### config.mk
export PLATFORM = sky130hd
export DESIGN_NAME = dseh_exception
export DESIGN_NICKNAME = d
export VERILOG_FILES = /design/src/logic/dseh_pkg.sv /design/src/logic/dseh_exception.sv
export VERILOG_INCLUDE_DIRS = /design/src /design/src/logic
export SDC_FILE = /design/constraint.sdc
export NUM_CORES = 1
export LEC_CHECK = 0
export BUFFER_PORTS_ARGS = -buffer_cell sky130_fd_sc_hd__buf_2
export CORE_MARGIN = 2
export CORE_UTILIZATION = 53
export CTS_CLUSTER_DIAMETER = 50
export DETAILED_ROUTE_END_ITERATION = 10
export PLACE_DENSITY = 0.8
export SKIP_CTS_REPAIR_TIMING = 1
export SLEW_MARGIN = 20
export SYNTH_ARGS = -nofsm -noshare
export SYNTH_HDL_FRONTEND = slang
export SYNTH_SLANG_ARGS = --single-unit
### constraint.sdc
create_clock -name clk -period 2.9 [get_ports clk]
set_clock_uncertainty 0.05 [all_clocks]
set_input_delay 0.58 -clock clk [delete_from_list [all_inputs] [get_ports clk]]
set_output_delay 0.58 -clock clk [all_outputs]
set_load 0.02 [all_outputs]
### src/logic/dseh_defines.svh
/*
 * Offsets, field positions, reset values and timing figures of the
 * satellite exception handler.
 * Assumes inclusion by bare name from the logic folder.
 */
`ifndef DSEH_DEFINES_SVH
`define DSEH_DEFINES_SVH

// ----------------------------------------------------------------------
// Register offsets
// ----------------------------------------------------------------------
`define DSEH_ADDR_W        4
`define DSEH_ADDR_CTRL     4'h0
`define DSEH_ADDR_STATUS   4'h4
`define DSEH_ADDR_IRQ_STAT 4'h8
`define DSEH_ADDR_IRQ_MASK 4'hC

// ----------------------------------------------------------------------
// Control and status fields
// ----------------------------------------------------------------------
`define DSEH_CTRL_PERIODIC 0
`define DSEH_CTRL_SELFTEST 1
`define DSEH_CTRL_SWITCH   2
`define DSEH_ST_PENDING    0
`define DSEH_ST_BUSUV      1
`define DSEH_ST_HELD       2
`define DSEH_ST_CAPFAIL    3
`define DSEH_ST_SWITCH     4
`define DSEH_ST_SELFTEST   5
`define DSEH_IRQ_W         4
`define DSEH_IRQ_BUSUV     0
`define DSEH_IRQ_REGUV     1
`define DSEH_IRQ_CAPFAIL   2
`define DSEH_IRQ_WRBLOCK   3

// ----------------------------------------------------------------------
// Pin inputs
// ----------------------------------------------------------------------
`define DSEH_NUM_PINS      6
`define DSEH_PIN_BUSUV     0
`define DSEH_PIN_VREGUV    1
`define DSEH_PIN_VREGAUV   2
`define DSEH_PIN_CAP_LO    3
`define DSEH_PIN_CAP_HI    5

// ----------------------------------------------------------------------
// Codes and timing
// ----------------------------------------------------------------------
`define DSEH_CODE_NORMAL   4'h0
`define DSEH_CODE_PENDING  4'h8
`define DSEH_CLK_PERIOD_NS 25
`define DSEH_SWITCH_OFF_NS 1000
`define DSEH_SWITCH_OFF_CYC (`DSEH_SWITCH_OFF_NS / `DSEH_CLK_PERIOD_NS)
`define DSEH_RETRY_US      1000
`define DSEH_RESET_PULSE   16

`endif

### src/logic/dseh_pkg.sv
/*
 * Types shared by the satellite exception handler.
 * Assumes the command decoder presents one decoded command per cycle.
 */
package dseh_pkg;

	// ------------------------------------------------------------------
	// Decoded bus command
	// ------------------------------------------------------------------
	typedef struct packed {
		logic valid;
		logic read;
		logic write;
		logic background;
	} dseh_cmd_t;

	// ------------------------------------------------------------------
	// Exception state
	// ------------------------------------------------------------------
	typedef enum logic [1:0] {
		DSEH_RUN,
		DSEH_HOLD_UV,
		DSEH_CAP_PULSE,
		DSEH_CAP_WAIT
	} dseh_state_t;

endpackage : dseh_pkg

### src/logic/dseh_exception.sv
/*
 * Exception handler and background command filter of a bus satellite.
 * Assumes a decoded command input on clk and analog monitor pins that
 * arrive asynchronously.
 */
// Contract
// - With periodic mode on, a background register read is accepted and executed.
// - A background register write is never executed; in periodic mode it sets the write-block interrupt flag.
// - After reset, pending flag set and status code 1000 until self-test.
// - Bus input undervoltage sets a flag, decoding continues, response current off.
// - Regulator undervoltage holds the device in reset while it persists.
// - While held in reset no bus command gets any response.
// - Any reset-class exception switches the daisy-chain switch off in time.
// - Capacitor failure resets the device once every retry period until gone.
// - Self-test activation with periodic mode off clears the pending flag and enables the stimulus.
`timescale 1ns/1ps
`include "dseh_defines.svh"

module dseh_exception #(
	parameter int RETRY_PERIOD_US = `DSEH_RETRY_US
) (
	// Clock, reset and enable
	input  wire logic                      clk,
	input  wire logic                      rst_n,
	input  wire logic                      ce,
	// Register port
	input  wire logic [`DSEH_ADDR_W-1:0]   reg_addr,
	input  wire logic [31:0]               reg_wdata,
	input  wire logic                      reg_wr,
	input  wire logic                      reg_rd,
	output logic      [31:0]               reg_rdata,
	// Analog monitor pins
	input  wire logic [`DSEH_NUM_PINS-1:0] monitor_pins,
	// Decoded bus command
	input  wire dseh_pkg::dseh_cmd_t       cmd,
	// Command results
	output logic                           read_exec,
	output logic                           write_exec,
	output logic                           resp_current_en,
	output logic [3:0]                     status_code,
	// Device control
	output logic                           core_reset_hold,
	output logic                           daisy_chain_switch,
	output logic                           selftest_enable,
	output logic                           irq
);
	import dseh_pkg::*;

	localparam int RETRY_CYCLES =
		(RETRY_PERIOD_US * 1000) / `DSEH_CLK_PERIOD_NS;
	localparam int CNT_W = $clog2(RETRY_CYCLES + 1);

	// ------------------------------------------------------------------
	// Pin synchronisers, a change counts when stages two and three agree
	// ------------------------------------------------------------------
	logic [`DSEH_NUM_PINS-1:0] sync1;
	logic [`DSEH_NUM_PINS-1:0] sync2;
	logic [`DSEH_NUM_PINS-1:0] sync3;
	logic [`DSEH_NUM_PINS-1:0] pin_lvl;

	genvar gi;
	generate
		for (gi = 0; gi < `DSEH_NUM_PINS; gi++) begin : g_sync
			always_ff @(posedge clk) begin
				if (!rst_n) begin
					sync1[gi]   <= 1'b0;
					sync2[gi]   <= 1'b0;
					sync3[gi]   <= 1'b0;
					pin_lvl[gi] <= 1'b0;
				end else if (ce) begin
					sync1[gi] <= monitor_pins[gi];
					sync2[gi] <= sync1[gi];
					sync3[gi] <= sync2[gi];
					if (sync2[gi] == sync3[gi]) begin
						pin_lvl[gi] <= sync3[gi];
					end
				end
			end
		end
	endgenerate

	logic bus_uv;
	logic reg_uv;
	logic cap_fail;
	assign bus_uv   = pin_lvl[`DSEH_PIN_BUSUV];
	assign reg_uv   = pin_lvl[`DSEH_PIN_VREGUV] | pin_lvl[`DSEH_PIN_VREGAUV];
	assign cap_fail = |pin_lvl[`DSEH_PIN_CAP_HI:`DSEH_PIN_CAP_LO];

	// ------------------------------------------------------------------
	// Exception state machine
	// ------------------------------------------------------------------
	dseh_state_t      state;
	dseh_state_t      next_state;
	logic [CNT_W-1:0] cnt;
	logic             held;

	always_comb begin
		next_state = state;
		case (state)
			DSEH_RUN: begin
				if (reg_uv) begin
					next_state = DSEH_HOLD_UV;
				end else if (cap_fail) begin
					next_state = DSEH_CAP_PULSE;
				end
			end
			DSEH_HOLD_UV: begin
				if (!reg_uv) begin
					next_state = DSEH_RUN;
				end
			end
			DSEH_CAP_PULSE: begin
				if (reg_uv) begin
					next_state = DSEH_HOLD_UV;
				end else if (cnt == CNT_W'(`DSEH_RESET_PULSE - 1)) begin
					next_state = DSEH_CAP_WAIT;
				end
			end
			DSEH_CAP_WAIT: begin
				if (reg_uv) begin
					next_state = DSEH_HOLD_UV;
				end else if (!cap_fail) begin
					next_state = DSEH_RUN;
				end else if (cnt == CNT_W'(RETRY_CYCLES - 1)) begin
					next_state = DSEH_CAP_PULSE;
				end
			end
			default: next_state = DSEH_RUN;
		endcase
	end

	always_ff @(posedge clk) begin
		if (!rst_n) begin
			state <= DSEH_RUN;
			cnt   <= '0;
		end else if (ce) begin
			state <= next_state;
			if (next_state != state) begin
				cnt <= '0;
			end else begin
				cnt <= cnt + 1'b1;
			end
		end
	end

	assign held = (next_state != DSEH_RUN);

	always_ff @(posedge clk) begin
		if (!rst_n) begin
			core_reset_hold <= 1'b0;
		end else if (ce) begin
			core_reset_hold <= (next_state == DSEH_HOLD_UV) ||
				(next_state == DSEH_CAP_PULSE);
		end
	end

	// ------------------------------------------------------------------
	// Control register, cleared by every internal reset
	// ------------------------------------------------------------------
	logic periodic_mode_enable;
	logic switch_req;
	logic selftest_pending_flag;
	logic st_write;
	assign st_write = reg_wr && (reg_addr == `DSEH_ADDR_CTRL) &&
		reg_wdata[`DSEH_CTRL_SELFTEST];

	always_ff @(posedge clk) begin
		if (!rst_n) begin
			periodic_mode_enable <= 1'b0;
			switch_req           <= 1'b0;
		end else if (ce) begin
			if (held) begin
				periodic_mode_enable <= 1'b0;
				switch_req           <= 1'b0;
			end else if (reg_wr && reg_addr == `DSEH_ADDR_CTRL) begin
				periodic_mode_enable <= reg_wdata[`DSEH_CTRL_PERIODIC];
				switch_req           <= reg_wdata[`DSEH_CTRL_SWITCH];
			end
		end
	end

	always_ff @(posedge clk) begin
		if (!rst_n) begin
			selftest_pending_flag <= 1'b1;
			selftest_enable       <= 1'b0;
		end else if (ce) begin
			if (held) begin
				selftest_pending_flag <= 1'b1;
				selftest_enable       <= 1'b0;
			end else if (st_write && !periodic_mode_enable) begin
				selftest_pending_flag <= 1'b0;
				selftest_enable       <= 1'b1;
			end
		end
	end

	always_ff @(posedge clk) begin
		if (!rst_n) begin
			daisy_chain_switch <= 1'b0;
			status_code        <= `DSEH_CODE_PENDING;
		end else if (ce) begin
			daisy_chain_switch <= switch_req && !held;
			status_code <= selftest_pending_flag ?
				`DSEH_CODE_PENDING : `DSEH_CODE_NORMAL;
		end
	end

	// ------------------------------------------------------------------
	// Command filter
	// ------------------------------------------------------------------
	logic cmd_ok;
	logic wr_blocked;
	assign cmd_ok     = cmd.valid && !held &&
		(!cmd.background || periodic_mode_enable);
	assign wr_blocked = cmd_ok && cmd.write && cmd.background;

	always_ff @(posedge clk) begin
		if (!rst_n) begin
			read_exec       <= 1'b0;
			write_exec      <= 1'b0;
			resp_current_en <= 1'b0;
		end else if (ce) begin
			read_exec       <= cmd_ok && cmd.read;
			write_exec      <= cmd_ok && cmd.write && !cmd.background;
			resp_current_en <= !held && !bus_uv;
		end
	end

	// ------------------------------------------------------------------
	// Interrupts, write one to clear, a new event wins over the clear
	// ------------------------------------------------------------------
	logic [`DSEH_IRQ_W-1:0] irq_stat;
	logic [`DSEH_IRQ_W-1:0] irq_mask;
	logic [`DSEH_IRQ_W-1:0] events;
	logic [`DSEH_IRQ_W-1:0] clr;
	logic                   bus_uv_d;
	logic                   reg_uv_d;
	logic                   cap_d;

	assign events = {wr_blocked, cap_fail & ~cap_d,
		reg_uv & ~reg_uv_d, bus_uv & ~bus_uv_d};
	assign clr = (reg_wr && reg_addr == `DSEH_ADDR_IRQ_STAT) ?
		reg_wdata[`DSEH_IRQ_W-1:0] : '0;

	always_ff @(posedge clk) begin
		if (!rst_n) begin
			bus_uv_d <= 1'b0;
			reg_uv_d <= 1'b0;
			cap_d    <= 1'b0;
			irq_stat <= '0;
			irq_mask <= '0;
			irq      <= 1'b0;
		end else if (ce) begin
			bus_uv_d <= bus_uv;
			reg_uv_d <= reg_uv;
			cap_d    <= cap_fail;
			irq_stat <= (irq_stat & ~clr) | events;
			if (reg_wr && reg_addr == `DSEH_ADDR_IRQ_MASK) begin
				irq_mask <= reg_wdata[`DSEH_IRQ_W-1:0];
			end
			irq <= |(((irq_stat & ~clr) | events) & irq_mask);
		end
	end

	// ------------------------------------------------------------------
	// Register read port
	// ------------------------------------------------------------------
	always_ff @(posedge clk) begin
		if (!rst_n) begin
			reg_rdata <= '0;
		end else if (ce) begin
			reg_rdata <= '0;
			if (reg_rd) begin
				if (reg_addr == `DSEH_ADDR_CTRL) begin
					reg_rdata[`DSEH_CTRL_PERIODIC] <= periodic_mode_enable;
					reg_rdata[`DSEH_CTRL_SWITCH]   <= switch_req;
				end else if (reg_addr == `DSEH_ADDR_STATUS) begin
					reg_rdata[`DSEH_ST_PENDING]  <= selftest_pending_flag;
					reg_rdata[`DSEH_ST_BUSUV]    <= bus_uv;
					reg_rdata[`DSEH_ST_HELD]     <= held;
					reg_rdata[`DSEH_ST_CAPFAIL]  <= cap_fail;
					reg_rdata[`DSEH_ST_SWITCH]   <= daisy_chain_switch;
					reg_rdata[`DSEH_ST_SELFTEST] <= selftest_enable;
				end else if (reg_addr == `DSEH_ADDR_IRQ_STAT) begin
					reg_rdata[`DSEH_IRQ_W-1:0] <= irq_stat;
				end else if (reg_addr == `DSEH_ADDR_IRQ_MASK) begin
					reg_rdata[`DSEH_IRQ_W-1:0] <= irq_mask;
				end
			end
		end
	end
endmodule : dseh_exception

==> results_dict.tcl <==
set metrics [dict create \
    die_width_um 85.6 \
    drc 0 \
    yosysTopAreaCell "dfxtp_1" \
    ys.flop_type "dfxtp_1" \
    required_ns 3.08 \
    ys_seq_area_frac 0.398 \
    critPathMaxFanout 6 \
    syn_inst 388 \
    crit_path_start "cnt[10]" \
    cts_buffers 9 \
    p_per_area_nw_per_um2 520 \
    grt_pass1_wl_um 11300 \
    stdcell_count 506 \
    rows 29 \
    hold_path_class "reg -> reg" \
    syn-mean-instance-area_sq_um 9.08 \
    synthXorXnorAreaFrac 0.0348 \
    crit_buf_inv 1 \
    drive_gt1_frac 0.161 \
    status "finished, final reports clean" \
    grt_antenna_before_repair 0 \
    place_ws_ns 0.358 \
    ys_warn_count 0 \
    grt_pass1_vias 2400 \
    hpwl_um 4650 \
    dp.cells 490 \
    finalSetupTns_ns 0 \
    utilization 0.605 \
    r2r_start "cnt[10]" \
    setup.worst_path.end_class "flip-flop" \
    gp_congestion 0.918 \
    cp_top_family "simple AND/OR/NAND/NOR gates" \
    ant_nets 0 \
    fin_crit_ns 2.61 \
    initial_core_util 0.552 \
    cts_buffer_depth 2 \
    synthDistinctLibCells 56 \
    ir_worst_vdd_v 0.000377 \
    clock_sinks 70 \
    cts_tree "yes" \
    fill_cells 561 \
    cts_root_buffer "clkbuf_8" \
    power_leakage_nw 1.59 \
    diodes 0 \
    critPathKind "reg -> reg" \
    cp_cell_sequence "or4bb_1, nor4_4, nor2_1, a21oi_1, ha_1, inv_1, mux4_2, nand2b_1, a21boi_0" \
    cts_max_level 3 \
    ios 94 \
    clk_pin_slew_ns 0.07 \
    routed_wl_um 6730 \
    min_period_over_period 0.899 \
    slowest_stage "or4bb_1" \
    die_area_sq_um 7320 \
    async_flop_share 0 \
    design_area_sq_um 3860 \
    hold_viol_final 0 \
    syn_area_sq_um 3520 \
    ys_ff_latch 70 \
    hp-start "reg_rdata[0]" \
    cp-start-kind "flip-flop" \
    grt_remaining_overflow 0 \
    wl_per_cell_um 13.3 \
    ys_top_cells_by_area "dfxtp_1 (40%), mux2i_1 (7.7%), buf_4 (6.4%)" \
    synth_top_family_by_area "simple AND/OR/NAND/NOR gates" \
    setup_viol 0 \
    synth_top_area_frac 0.398 \
    synthSimpleGateAreaFrac 0.232 \
    vias 2760 \
    nets 477 \
    synthToLayoutAreaGrowth_pct 9.62 \
    maxCapViolCount 0 \
    slew_viol_final 0 \
    core_sq_um 6390 \
    slowest_delay_ns 0.56 \
    clock_latency_ns 0.34 \
    slew_headroom 0.555 \
    max_clock_freq_mhz 384 \
    grt_max_degree 44 \
    numPortBuffers 36 \
    setup_slack_ns 0.293 \
    muxShareOfSynthArea 0.0958 \
    dr.pass1.iters 4 \
    tightest_slew_ns 0.667 \
    final_cell_mix "dfxtp_1 (70), buf_2 (36), nand2_1 (32), nor2b_1 (32), nor2_1 (30)" \
    grt.total_usage 0.194 \
    synth_compound_area_frac 0.136 \
    vias_per_cell 5.45 \
    die_y_um 85.6 \
    placed_cell_area_sq_um 3650 \
    crit_arrival_ns 2.78 \
    rsz0062_at_grt "false" \
    synth_edf_count 0 \
    final_common_cell "dfxtp_1" \
    synth-adder-area-share 0.00710 \
    drt_iter0_drc 192 \
]
==> report_power, final <==
part	internal (W)	total, W	switching, W
registers	0.000979	0.000993	0.0000140
clock network	0.000506	0.000852	0.000347
logic	0.0000594	0.000165	0.000105
total	0.00154	0.00201	0.000466
==> path summary, 6_finish.rpt <==
kind,to,slack [ns],depth (start not counted)
worst max register to register,reg_rdata[2],0.29,9
worst max-delay path,reg_rdata[2],0.29,9
worst min register to register,reg_rdata[0],0.42,2
worst min-delay path,reg_rdata[0],0.42,2
==> sequential cells by signal, indices dropped and copies added (netlist names), 2 cells and up <==
signal / count
cnt: 16
irq_mask: 4
irq_stat: 4
pin_lvl: 5
reg_rdata: 6
state: 2
sync1: 6
sync2: 6
sync3: 6
==> routing by layer <==
metal,wire (um),up-vias,global-route usage
met5,0,-,0
met4,101,0,0.0823
met3,351,8,0.0577
met2,3120,80,0.293
met1,3160,1307,0.260
li1,-,1365,-
==> Yosys cell counts (2+ instances only) <==
cell type  number
nor3_1          9
xor2_1          6
dfxtp_1        70
o211a_1         2
or4_4           2
a21o_1          6
mux4_2          2
nor4_1          4
a21boi_0       14
or3_1           3
nand3b_1        3
buf_6           3
clkbuf_1        8
nor2b_1        32
nand3_1         8
ha_1            2
buf_1           3
buf_4          30
nor3b_1         2
mux2_2          2
xnor2_1         8
inv_1           5
nand2b_1        2
mux2i_1        27
nor2_1         30
a22oi_1         5
and3_1          3
nand4_1         8
and2_1          6
o21a_1          2
o2bb2ai_1       3
nand2_1        32
a21oi_1         9
o21ai_0        15
==> cells by family (layout without fill, tap and decap cells) <==
logic type / count (synthesis) / after routing
and+or+nand+nor: 151 / 151
DFF: 70 / 70
AOI/OAI and AO/OA: 67 / 67
buffers and inverters: 52 / 65
muxes: 31 / 31
xor gates and xnor gates: 14 / 14
adders and majority gates: 2 / 2
other: 1 / 29
==> per-stage QoR <==
step	total power (W)	hold WS [ns]
floorplan	0.00117	0.393
global placement	0.00117	0.399
detailed placement	0.00118	0.410
CTS	0.00203	0.421
global route	0.00209	0.443
finish	0.00201	0.418
==> tightest hold or removal path: stages, from the launching register on <==
cell,delay [ns]
dfxtp_1,0.31
nand2_1,0.05
a21boi_0,0.06
==> final cells by class <==
type	count	area [sq um]	share of cell area
timing repair buffer	43	233	0.0602
sequential	70	1400	0.363
inverter	6	27.5	0.00712
clock inverter	4	70.1	0.0181
tap	77	96.3	0.0249
clock buffer	12	145	0.0376
multi-input combinational	294	1890	0.489
Power figures use the tool's default switching activity.
